$ cat src/nwg_pkg.sv
package nwg_pkg;
   // bus geometry
   localparam int AXI_AW = 12;
   localparam int IDX_W = 10;
   // register indices, byte address is four times the index
   localparam logic [IDX_W-1:0] IDX_GIC = 10'h00b;
   localparam logic [IDX_W-1:0] IDX_FLG = 10'h00d;
   localparam logic [IDX_W-1:0] IDX_ENB = 10'h08d;
   localparam logic [IDX_W-1:0] IDX_DLO = 10'h10c;
   localparam logic [IDX_W-1:0] IDX_ALO = 10'h10d;
   localparam logic [IDX_W-1:0] IDX_DHI = 10'h10e;
   localparam logic [IDX_W-1:0] IDX_AHI = 10'h10f;
   localparam logic [IDX_W-1:0] IDX_CTL = 10'h18c;
   localparam logic [IDX_W-1:0] IDX_UNL = 10'h18d;
   // control register fields
   localparam int CTL_SEL_BIT = 7;
   localparam int CTL_ERR_BIT = 3;
   localparam int CTL_WEL_BIT = 2;
   localparam int CTL_WR_BIT = 1;
   localparam int CTL_RD_BIT = 0;
   // event flag and enable fields
   localparam int FLG_DONE_BIT = 4;
   localparam int FLG_REFUSE_BIT = 0;
   // implemented bits per register
   localparam logic [7:0] AHI_MASK = 8'h07;
   localparam logic [7:0] DHI_MASK = 8'h3f;
   localparam logic [7:0] FLG_MASK = 8'h11;
   // reset values
   localparam logic [7:0] GIC_RST = 8'h00;
   localparam logic [7:0] FLG_RST = 8'h00;
   localparam logic [7:0] ENB_RST = 8'h00;
   localparam logic [7:0] DATA_RST = 8'h00;
   localparam logic [7:0] ADDR_RST = 8'h00;
   // unlock keys
   localparam logic [7:0] UNLOCK_KEY1 = 8'h55;
   localparam logic [7:0] UNLOCK_KEY2 = 8'haa;
   // timing
   localparam int unsigned CLK_HZ = 100_000_000;
   localparam int unsigned PUD_MS = 72;
   localparam int unsigned PUD_CYCLES = PUD_MS * (CLK_HZ / 1000);
   localparam int unsigned WRITE_CYCLES = 8;
   localparam int unsigned READ_CYCLES = 2;
   // bus responses
   localparam logic [1:0] RESP_OKAY = 2'b00;
   localparam logic [1:0] RESP_SLVERR = 2'b10;
   // configuration word, a one means unprotected or allowed
   typedef struct packed {
      logic data_protect_n;
      logic code_protect_hi;
      logic code_protect_lo;
      logic flash_write_permit;
   } nwg_cfg_t;
   localparam nwg_cfg_t CFG_ERASED = 4'hf;
   localparam nwg_cfg_t CFG_LOCKED = 4'h0;
   // requests from the serial programming port decoder
   typedef struct packed {
      logic erase;
      logic cfg_prog;
      nwg_cfg_t cfg_val;
   } nwg_prog_req_t;
   // request towards the memory arrays
   typedef struct packed {
      logic wr;
      logic rd;
      logic prog;
      logic [10:0] addr;
      logic [13:0] wdata;
   } nwg_mem_req_t;
endpackage

$ cat src/nwg_delay_timer.sv
`timescale 1ns/1ps
`default_nettype none
module nwg_delay_timer import nwg_pkg::*; #(
   parameter int unsigned COUNT = PUD_CYCLES
) (
   // clock and reset
   input wire logic sys_clk_i,
   input wire logic rst_i,
   // status
   output logic done_o
);
   localparam int CW = $clog2(COUNT + 1);
   localparam logic [CW-1:0] LAST = CW'(COUNT - 1);

   logic [CW-1:0] cnt_r; // cycles elapsed since power-up
   logic done_r; // delay has run out

   // count once after reset, then hold done
   always_ff @(posedge sys_clk_i or posedge rst_i) begin
      if (rst_i) begin
         cnt_r <= '0;
         done_r <= 1'b0;
      end else if (!done_r) begin
         cnt_r <= cnt_r + 1'b1;
         done_r <= (cnt_r == LAST);
      end
   end

   assign done_o = done_r;
endmodule
`default_nettype wire

$ cat src/nwg_cfg_store.sv
`timescale 1ns/1ps
`default_nettype none
module nwg_cfg_store import nwg_pkg::*; (
   // clock and reset
   input wire logic sys_clk_i,
   input wire logic rst_i,
   // programmer side and stored word
   input wire nwg_prog_req_t prog_req_i,
   input wire nwg_cfg_t cfg_nv_i,
   // live configuration
   output nwg_cfg_t cfg_o,
   output logic loaded_o
);
   nwg_cfg_t cfg_r; // working copy of the configuration word
   logic loaded_r; // copy taken from the array after reset

   // only the programmer port reaches this store, core software cannot
   always_ff @(posedge sys_clk_i or posedge rst_i) begin
      if (rst_i) begin
         cfg_r <= CFG_LOCKED;
         loaded_r <= 1'b0;
      end else if (!loaded_r) begin
         cfg_r <= cfg_nv_i;
         loaded_r <= 1'b1;
      end else if (prog_req_i.erase) begin
         cfg_r <= CFG_ERASED;
      end else if (prog_req_i.cfg_prog) begin
         cfg_r <= cfg_r & prog_req_i.cfg_val;
      end
   end

   assign cfg_o = cfg_r;
   assign loaded_o = loaded_r;
endmodule
`default_nettype wire

$ cat src/nwg_gate.sv
// Summary of operation
// - power-up clears the write enable latch
// - no eeprom write during power-up delay
// - write needs latch and completed unlock
// - start blocked unless latch set earlier
// - completion clears start, sets done flag
// - flash write refused when permit is 0
// - user code cannot alter configuration bits
// - any protection disables external port access
// - core eeprom access ignores data protection
// - data protection also blocks program access
// - access returns only after erase, unprotect
// - core flash fetch and read always allowed
// - external access only when all three protection bits 1
// - configuration bits set again only by full erase
// - unlock location stores nothing
`timescale 1ns/1ps
`default_nettype none
module nwg_gate import nwg_pkg::*; #(
   parameter int unsigned PUD_CYC = PUD_CYCLES,
   parameter int unsigned WR_CYC = WRITE_CYCLES
) (
   // clock and reset
   input wire logic sys_clk_i,
   input wire logic rst_i,
   // axi4-lite write address and data
   input wire logic [AXI_AW-1:0] s_axi_awaddr,
   input wire logic s_axi_awvalid,
   output logic s_axi_awready,
   input wire logic [31:0] s_axi_wdata,
   input wire logic [3:0] s_axi_wstrb,
   input wire logic s_axi_wvalid,
   output logic s_axi_wready,
   // axi4-lite write response
   output logic [1:0] s_axi_bresp,
   output logic s_axi_bvalid,
   input wire logic s_axi_bready,
   // axi4-lite read
   input wire logic [AXI_AW-1:0] s_axi_araddr,
   input wire logic s_axi_arvalid,
   output logic s_axi_arready,
   output logic [31:0] s_axi_rdata,
   output logic [1:0] s_axi_rresp,
   output logic s_axi_rvalid,
   input wire logic s_axi_rready,
   // programming port and configuration array
   input wire nwg_prog_req_t prog_req_i,
   input wire nwg_cfg_t cfg_nv_i,
   output nwg_cfg_t cfg_o,
   output logic ext_access_o,
   // memory arrays
   output nwg_mem_req_t mem_req_o,
   input wire logic [13:0] mem_rdata_i,
   // interrupt
   output logic irq_o
);
   localparam logic [15:0] WR_LAST = 16'(WR_CYC - 1);
   localparam logic [15:0] RD_LAST = 16'(READ_CYCLES - 1);

   typedef enum logic [1:0] {UNL_IDLE, UNL_GOT1, UNL_ARMED} nwg_unl_t;
   typedef enum logic [1:0] {OP_IDLE, OP_READ, OP_WRITE} nwg_op_t;

   // bus handshake state
   logic aw_ready_r; // write address and data taken together
   logic b_valid_r; // write response pending
   logic [1:0] b_resp_r; // write response code
   logic ar_ready_r; // read address taken
   logic r_valid_r; // read data pending
   logic [1:0] r_resp_r; // read response code
   logic [31:0] r_data_r; // read data
   // software registers
   logic [7:0] gic_r; // global interrupt control
   logic [7:0] flg_r; // sticky event flags
   logic [7:0] enb_r; // event enables, interrupt mask
   logic [7:0] dlo_r; // data low byte
   logic [7:0] dhi_r; // data high byte
   logic [7:0] alo_r; // address low byte
   logic [7:0] ahi_r; // address high byte
   logic sel_r; // program space select
   logic err_r; // write error flag
   logic wel_r; // write enable latch
   logic wr_r; // write start, busy while writing
   logic rd_r; // read start, busy while reading
   // sequencing
   nwg_unl_t unl_r; // unlock progress
   nwg_unl_t unl_nxt;
   nwg_op_t op_r; // current access
   nwg_op_t op_nxt;
   logic [15:0] cnt_r; // cycles spent in the current access
   // outputs held in flops
   nwg_mem_req_t mem_req_r;
   logic ext_r;
   logic irq_r;
   // helpers
   logic power_up_delay_timer_done; // power-up delay has run out
   logic cfg_loaded; // configuration copy valid
   nwg_cfg_t cfg; // live configuration

   // index of a byte address, or all ones when not word aligned
   function automatic logic [IDX_W-1:0] idx_of(input logic [AXI_AW-1:0] a);
      idx_of = (a[1:0] == 2'b00) ? a[AXI_AW-1:2] : '1;
   endfunction

   // true when the index names a register
   function automatic logic mapped(input logic [IDX_W-1:0] i);
      mapped = (i == IDX_GIC) || (i == IDX_FLG) || (i == IDX_ENB) ||
               (i == IDX_DLO) || (i == IDX_ALO) || (i == IDX_DHI) ||
               (i == IDX_AHI) || (i == IDX_CTL) || (i == IDX_UNL);
   endfunction

   // power-up delay timer
   nwg_delay_timer #(
      .COUNT(PUD_CYC)
   ) u_pud (
      .sys_clk_i(sys_clk_i),
      .rst_i(rst_i),
      .done_o(power_up_delay_timer_done)
   );

   // configuration word, reachable from the programmer port only
   nwg_cfg_store u_cfg (
      .sys_clk_i(sys_clk_i),
      .rst_i(rst_i),
      .prog_req_i(prog_req_i),
      .cfg_nv_i(cfg_nv_i),
      .cfg_o(cfg),
      .loaded_o(cfg_loaded)
   );

   // write decode
   wire wr_en = s_axi_awvalid & s_axi_wvalid & aw_ready_r;
   wire [IDX_W-1:0] widx = idx_of(s_axi_awaddr);
   wire wr_hit = wr_en & mapped(widx) & s_axi_wstrb[0];
   wire [7:0] wdat = s_axi_wdata[7:0];
   wire ctl_wr = wr_hit & (widx == IDX_CTL);
   wire unl_wr = wr_hit & (widx == IDX_UNL);
   wire flg_wr = wr_hit & (widx == IDX_FLG);

   // read decode
   wire rd_en = s_axi_arvalid & ar_ready_r;
   wire [IDX_W-1:0] ridx = idx_of(s_axi_araddr);
   wire flg_rd = rd_en & (ridx == IDX_FLG);

   // control register as read back
   wire [7:0] ctl_val = {sel_r, 3'b000, err_r, wel_r, wr_r, rd_r};

   // read data selection, the unlock location reads zero
   wire [7:0] rd_mux =
      (ridx == IDX_GIC) ? gic_r :
      (ridx == IDX_FLG) ? flg_r :
      (ridx == IDX_ENB) ? enb_r :
      (ridx == IDX_DLO) ? dlo_r :
      (ridx == IDX_ALO) ? alo_r :
      (ridx == IDX_DHI) ? dhi_r :
      (ridx == IDX_AHI) ? ahi_r :
      (ridx == IDX_CTL) ? ctl_val : 8'h00;

   // start requests and their permission
   wire idle = (op_r == OP_IDLE);
   wire wr_req = ctl_wr & wdat[CTL_WR_BIT] & idle;
   wire tgt_prog = wdat[CTL_SEL_BIT];
   // eeprom writes wait for the power-up delay
   wire data_ok = power_up_delay_timer_done;
   // flash writes need the permit bit only, protection bits ignored
   wire prog_ok = cfg_loaded & cfg.flash_write_permit;
   // latch value before this write, unlock armed, target allowed
   wire wr_ok = wel_r & (unl_r == UNL_ARMED) &
                (tgt_prog ? prog_ok : data_ok);
   wire wr_go = wr_req & wr_ok;
   wire wr_refused = wr_req & ~wr_ok;
   // core reads are never gated by protection
   wire rd_go = ctl_wr & wdat[CTL_RD_BIT] & idle & ~wr_req;
   wire wr_end = (op_r == OP_WRITE) & (cnt_r == WR_LAST);
   wire rd_end = (op_r == OP_READ) & (cnt_r == RD_LAST);

   // unlock sequence, any other register write breaks it
   always_comb begin
      unl_nxt = unl_r;
      if (unl_wr) begin
         if (wdat == UNLOCK_KEY1) begin
            unl_nxt = UNL_GOT1;
         end else if (wdat == UNLOCK_KEY2 && unl_r == UNL_GOT1) begin
            unl_nxt = UNL_ARMED;
         end else begin
            unl_nxt = UNL_IDLE;
         end
      end else if (wr_hit) begin
         unl_nxt = UNL_IDLE;
      end
   end

   // access sequencer
   always_comb begin
      op_nxt = op_r;
      unique case (op_r)
         OP_IDLE: begin
            if (wr_go) begin
               op_nxt = OP_WRITE;
            end else if (rd_go) begin
               op_nxt = OP_READ;
            end
         end
         OP_READ: begin
            if (rd_end) begin
               op_nxt = OP_IDLE;
            end
         end
         OP_WRITE: begin
            if (wr_end) begin
               op_nxt = OP_IDLE;
            end
         end
      endcase
   end

   // flags: hardware set wins over read clear and software write
   wire [7:0] flg_set = (8'(wr_end) << FLG_DONE_BIT) |
                        (8'(wr_refused) << FLG_REFUSE_BIT);
   wire [7:0] flg_base = flg_wr ? (wdat & FLG_MASK) :
                         flg_rd ? 8'h00 : flg_r;
   wire [7:0] flg_nxt = flg_base | flg_set;

   // axi write channel, address and data taken in one edge
   always_ff @(posedge sys_clk_i or posedge rst_i) begin
      if (rst_i) begin
         aw_ready_r <= 1'b0;
         b_valid_r <= 1'b0;
         b_resp_r <= RESP_OKAY;
      end else begin
         aw_ready_r <= s_axi_awvalid & s_axi_wvalid & ~aw_ready_r & ~b_valid_r;
         if (wr_en) begin
            b_valid_r <= 1'b1;
            b_resp_r <= mapped(widx) ? RESP_OKAY : RESP_SLVERR;
         end else if (s_axi_bready) begin
            b_valid_r <= 1'b0;
         end
      end
   end

   // axi read channel
   always_ff @(posedge sys_clk_i or posedge rst_i) begin
      if (rst_i) begin
         ar_ready_r <= 1'b0;
         r_valid_r <= 1'b0;
         r_resp_r <= RESP_OKAY;
         r_data_r <= '0;
      end else begin
         ar_ready_r <= s_axi_arvalid & ~ar_ready_r & ~r_valid_r;
         if (rd_en) begin
            r_valid_r <= 1'b1;
            r_resp_r <= mapped(ridx) ? RESP_OKAY : RESP_SLVERR;
            r_data_r <= {24'h000000, rd_mux};
         end else if (s_axi_rready) begin
            r_valid_r <= 1'b0;
         end
      end
   end

   // plain storage registers
   always_ff @(posedge sys_clk_i or posedge rst_i) begin
      if (rst_i) begin
         gic_r <= GIC_RST;
         enb_r <= ENB_RST;
         alo_r <= ADDR_RST;
         ahi_r <= ADDR_RST;
      end else if (wr_hit) begin
         if (widx == IDX_GIC) gic_r <= wdat;
         if (widx == IDX_ENB) enb_r <= wdat & FLG_MASK;
         if (widx == IDX_ALO) alo_r <= wdat;
         if (widx == IDX_AHI) ahi_r <= wdat & AHI_MASK;
      end
   end

   // data bytes, loaded by software or by a finished read
   always_ff @(posedge sys_clk_i or posedge rst_i) begin
      if (rst_i) begin
         dlo_r <= DATA_RST;
         dhi_r <= DATA_RST;
      end else if (rd_end) begin
         dlo_r <= mem_rdata_i[7:0];
         dhi_r <= sel_r ? {2'b00, mem_rdata_i[13:8]} : 8'h00;
      end else if (wr_hit && widx == IDX_DLO) begin
         dlo_r <= wdat;
      end else if (wr_hit && widx == IDX_DHI) begin
         dhi_r <= wdat & DHI_MASK;
      end
   end

   // control bits; the latch is cleared by power-up reset
   always_ff @(posedge sys_clk_i or posedge rst_i) begin
      if (rst_i) begin
         sel_r <= 1'b0;
         wel_r <= 1'b0;
         err_r <= 1'b0;
      end else begin
         if (ctl_wr && idle) begin
            sel_r <= wdat[CTL_SEL_BIT];
         end
         if (ctl_wr) begin
            wel_r <= wdat[CTL_WEL_BIT];
         end
         // refused start sets the error flag, set wins over clear
         err_r <= wr_refused | (ctl_wr ? wdat[CTL_ERR_BIT] : err_r);
      end
   end

   // busy bits follow the sequencer, cleared by hardware at the end
   always_ff @(posedge sys_clk_i or posedge rst_i) begin
      if (rst_i) begin
         wr_r <= 1'b0;
         rd_r <= 1'b0;
      end else begin
         wr_r <= (op_nxt == OP_WRITE);
         rd_r <= (op_nxt == OP_READ);
      end
   end

   // sequencer state and cycle counter
   always_ff @(posedge sys_clk_i or posedge rst_i) begin
      if (rst_i) begin
         op_r <= OP_IDLE;
         unl_r <= UNL_IDLE;
         cnt_r <= '0;
      end else begin
         op_r <= op_nxt;
         unl_r <= unl_nxt;
         cnt_r <= (op_nxt == op_r && !idle) ? cnt_r + 16'h0001 : 16'h0000;
      end
   end

   // memory request held for the whole access
   always_ff @(posedge sys_clk_i or posedge rst_i) begin
      if (rst_i) begin
         mem_req_r <= '0;
      end else begin
         mem_req_r.wr <= (op_nxt == OP_WRITE);
         mem_req_r.rd <= (op_nxt == OP_READ);
         if (idle) begin
            mem_req_r.prog <= wdat[CTL_SEL_BIT];
            mem_req_r.addr <= {ahi_r[2:0], alo_r};
            mem_req_r.wdata <= {dhi_r[5:0], dlo_r};
         end
      end
   end

   // flags, external access gate and interrupt
   always_ff @(posedge sys_clk_i or posedge rst_i) begin
      if (rst_i) begin
         flg_r <= FLG_RST;
         ext_r <= 1'b0;
         irq_r <= 1'b0;
      end else begin
         flg_r <= flg_nxt;
         // any active protection shuts the programming port out
         ext_r <= cfg_loaded & cfg.code_protect_hi &
                  cfg.code_protect_lo & cfg.data_protect_n;
         irq_r <= |(flg_nxt & enb_r);
      end
   end

   // outputs
   assign s_axi_awready = aw_ready_r;
   assign s_axi_wready = aw_ready_r;
   assign s_axi_bvalid = b_valid_r;
   assign s_axi_bresp = b_resp_r;
   assign s_axi_arready = ar_ready_r;
   assign s_axi_rvalid = r_valid_r;
   assign s_axi_rresp = r_resp_r;
   assign s_axi_rdata = r_data_r;
   assign mem_req_o = mem_req_r;
   assign ext_access_o = ext_r;
   assign irq_o = irq_r;
   assign cfg_o = cfg;
endmodule
`default_nettype wire

$ cat config.mk
export PLATFORM = sky130hd
export DESIGN_NAME = nwg_gate
export DESIGN_NICKNAME = d
export VERILOG_FILES = /design/src/nwg_pkg.sv /design/src/nwg_delay_timer.sv /design/src/nwg_cfg_store.sv /design/src/nwg_gate.sv
export SDC_FILE = /design/constraint.sdc
export NUM_CORES = 1
export LEC_CHECK = 0
export ABC_AREA = 1
export BUFFER_PORTS_ARGS = -buffer_cell sky130_fd_sc_hd__buf_4
export CAP_MARGIN = 20
export CORE_UTILIZATION = 50
export DETAILED_ROUTE_END_ITERATION = 8
export PLACE_DENSITY_LB_ADDON = 0.1
export SYNTH_ARGS = -nofsm -noshare
export SYNTH_HDL_FRONTEND = slang
export SYNTH_SLANG_ARGS = --single-unit
$ cat constraint.sdc
create_clock -name sys_clk_i -period 5.4 [get_ports sys_clk_i]
set_clock_uncertainty 0.2 [all_clocks]
set_input_delay 0.81 -clock sys_clk_i [delete_from_list [all_inputs] [get_ports sys_clk_i]]
set_output_delay 0.81 -clock sys_clk_i [all_outputs]
set_load 0.02 [all_outputs]
==> results.sh <==
export IMPL_power_per_cell_area_mw_per_mm2=280.4
export IMPL_grt_ovfl_total=0
export IMPL_holdBufCountCts=0
export IMPL_synth_common_cells="nand2_1 (194), dfrtp_1 (133), inv_1 (113)"
export IMPL_clk_pin_slew_ns=0.05
export IMPL_clkLatencyLatePin_ns=0.42
export IMPL_reg2reg_depth=13
export IMPL_synth_compound_area_share_pct=9.339
export IMPL_die_h_um=118.6
export IMPL_p_leak_nw=4.176
export IMPL_syn_avg_cell_area_um2=8.314
export IMPL_drtPass1Iterations=5
export IMPL_synth_cell_area_mm2=0.006793
export IMPL_synthArstFlopShare_pct=100.0
export IMPL_crit_arrival_ns=2.94
export IMPL_synth_fa_ha_area_share_pct=1.105
export IMPL_drc_errors=0
export IMPL_synthMuxAreaShare_pct=0.4605
export IMPL_yosys_warnings=0
export IMPL_dieArea_mm2=0.01406
export IMPL_area_growth_pct=21.85
export IMPL_seqCellArea_mm2=0.003328
export IMPL_cts_tree="yes"
export IMPL_place_hpwl_mm=12.14
export IMPL_wl_per_cell_um=14.33
export IMPL_r2r_start="u_pud.cnt_r[0]"
export IMPL_synth_area_leaders="dfrtp_1 (49%), nand2_1 (11%), inv_1 (6.2%)"
export IMPL_h_tree_depth=4
export IMPL_grt_max_degree=63
export IMPL_crit_path_start="s_axi_awaddr[1]"
export IMPL_synth_edf_count=0
export IMPL_path_class="input port to register"
export IMPL_antennaDiodeCount=0
export IMPL_synth_top_family_by_area="simple AND/OR/NAND/NOR gates"
export IMPL_slew_violations=0
export IMPL_setup_tns_final_ns=0
export IMPL_r2r_end="u_pud.cnt_r[22]"
export IMPL_initial_core_util_pct=51.29
export IMPL_fmax_ghz=0.3534
export IMPL_synth_seq_cells=133
export IMPL_ios=166
export IMPL_cts_setup_buffers=0
export IMPL_viasPerCell=5.127
export IMPL_grt_pass1_vias=5750
export IMPL_period_share_pct=52.40
export IMPL_grt_pass1_wl_mm=26.83
export IMPL_fp_dieW_um=118.6
export IMPL_yosysTopAreaCellShare_pct=49.00
export IMPL_tightestPinTransition_ns=0.7639
export IMPL_synth_most_common_cell="nand2_1"
export IMPL_r2r_setup_slack_ns=2.70
export IMPL_numCtsBuffers=17
export IMPL_final_antenna_net_count=0
export IMPL_drive_above_1_share_pct=19.47
export IMPL_gp_congestion=0.9288
export IMPL_drt_initial_drc_count=298
export IMPL_core_mm2=0.01324
export IMPL_grt_use_total_pct=24.64
export IMPL_yosysUniqueCellTypes=48
export IMPL_period_minus_slack_ns=2.830
export IMPL_post_cts_resized=0
export IMPL_synth_cells=817
export IMPL_fin_nets=1029
export IMPL_wl_mm=16.06
export IMPL_grt_antenna_before_repair=0
export IMPL_clock_sinks=133
export IMPL_place_area_mm2=0.007676
export IMPL_hold_viol=0
export IMPL_seq_area_frac_synth_pct=49.00
export IMPL_yosys_most_used_dff="dfrtp_1"
export IMPL_status="finished clean"
export IMPL_nFillCells=1184
export IMPL_setup_violations=0
export IMPL_synth_top_area_cell="dfrtp_1"
export IMPL_synth_simple_area_share_pct=25.20
export IMPL_worstPathRequired_ns=5.51
export IMPL_relSlewSlack_pct=49.07
export IMPL_start_kind="input port"
export IMPL_cts_buffer_depth=2
export IMPL_place_port_buffers=112
export IMPL_multi_input_area_mm2=0.002834
export IMPL_synth_xor_area_share_pct=4.126
export IMPL_final_cell_area_mm2=0.008277
export IMPL_rsz0062_at_grt="false"
export IMPL_via_count=5747
export IMPL_hold_path_class="register to register"
export IMPL_crit_end="alo_r[0]"
export IMPL_cap_violations=0
export IMPL_cp_end_kind="register"
export IMPL_row_count=42
export IMPL_ir_worst_vdd_v=0.0001614
export IMPL_clock_root_buffer="clkbuf_16"
export IMPL_crit_fanout=16
==> cell type report <==
cell class,instances,share of cell area (%)
Sequential cell,133,40.21
Tap cell,176,2.661
Multi-Input combinational cell,549,34.24
Clock buffer,23,6.017
Clock inverter,9,0.9070
Inverter,116,5.291
Timing Repair Buffer,115,10.67
==> registers in the layout, summed over array words and instances (netlist names), 3 cells and up <==
signal and count:
alo_r 8, mem_req_o 28, ahi_r 3, cnt_r 16
gic_r 8, dlo_r 8, u_pud.cnt_r 23, s_axi_rdata 8
u_cfg.cfg_o 4, dhi_r 6
==> critical path, cell delays in order <==
cell	delay, ns
buf_4	0.12
nor2_4	0.18
nand2_2	0.10
nor2_4	0.18
nand2_2	0.08
inv_1	0.06
nand4_1	0.07
inv_1	0.09
nor3_1	0.05
a21oi_1	0.17
nand2_1	0.07
inv_1	0.11
nand3_1	0.44
o21ai_0	0.40
==> cell usage in the layout, fill, tap and decap left out, types with 5 or more instances in the layout <==
cell type,instances
o221ai_1,6
o21ai_0,53
a21oi_1,14
ha_1,6
clkinv_2,6
nor2_2,15
nor3_1,17
clkbuf_8,5
dfrtp_1,133
nor2_1,57
xnor2_1,9
nand2_1,194
a31oi_1,6
nand3_1,41
conb_1,27
nor4_1,8
nand4_1,19
inv_1,112
buf_4,114
xor2_1,23
clkbuf_16,17
==> logic make-up after synthesis <==
logic type	count (synthesis)
compound gates	106
xor+xnor	32
fa+ha+maj	6
buf+inv	160
flops	133
mux	3
other cells	2
simple gates	375
==> how the worst min path moves through the flow <==
stage | from | to | slack, ns | cells after the start
floorplan | u_pud.cnt_r[22] | u_pud.cnt_r[22] | 0.25 | 1
global placement | s_axi_arready | s_axi_arready | 0.24 | 1
detailed placement | s_axi_arready | s_axi_arready | 0.24 | 1
CTS | s_axi_arready | s_axi_arready | 0.25 | 1
global route | s_axi_arready | s_axi_arready | 0.28 | 1
finish | s_axi_arready | s_axi_arready | 0.24 | 1
==> per-layer routing <==
layer  global-route usage, %  vias up  wire (um)
met5                       0        -          0
li1                        -     2813          -
met1                   28.28     2747       6626
met2                   43.20      147       8214
met3                   5.068       40        650
met4                   12.82        0        568
==> through the flow <==
step	power [mW]	instances	hold slack, ns	setup slack, ns	util [%]
6_report	2.320	1121	0.2439	2.570	62.50
5_1_grt	2.400	1121	0.2768	2.284	62.50
4_1_cts	2.342	1120	0.2497	2.570	62.29
3_5_place_dp	1.241	1088	0.2427	2.140	57.96
3_3_place_gp	1.239	1088	0.2364	2.199	57.96
2_1_floorplan	1.159	842	0.2455	0.8356	-
==> power by group <==
group          switching (mW)  total (mW)  internal (mW)
Clock                   0.411        1.10          0.688
Combinational           0.117       0.188         0.0705
Sequential             0.0147        1.03           1.02
(Power assumes the default switching activity.)
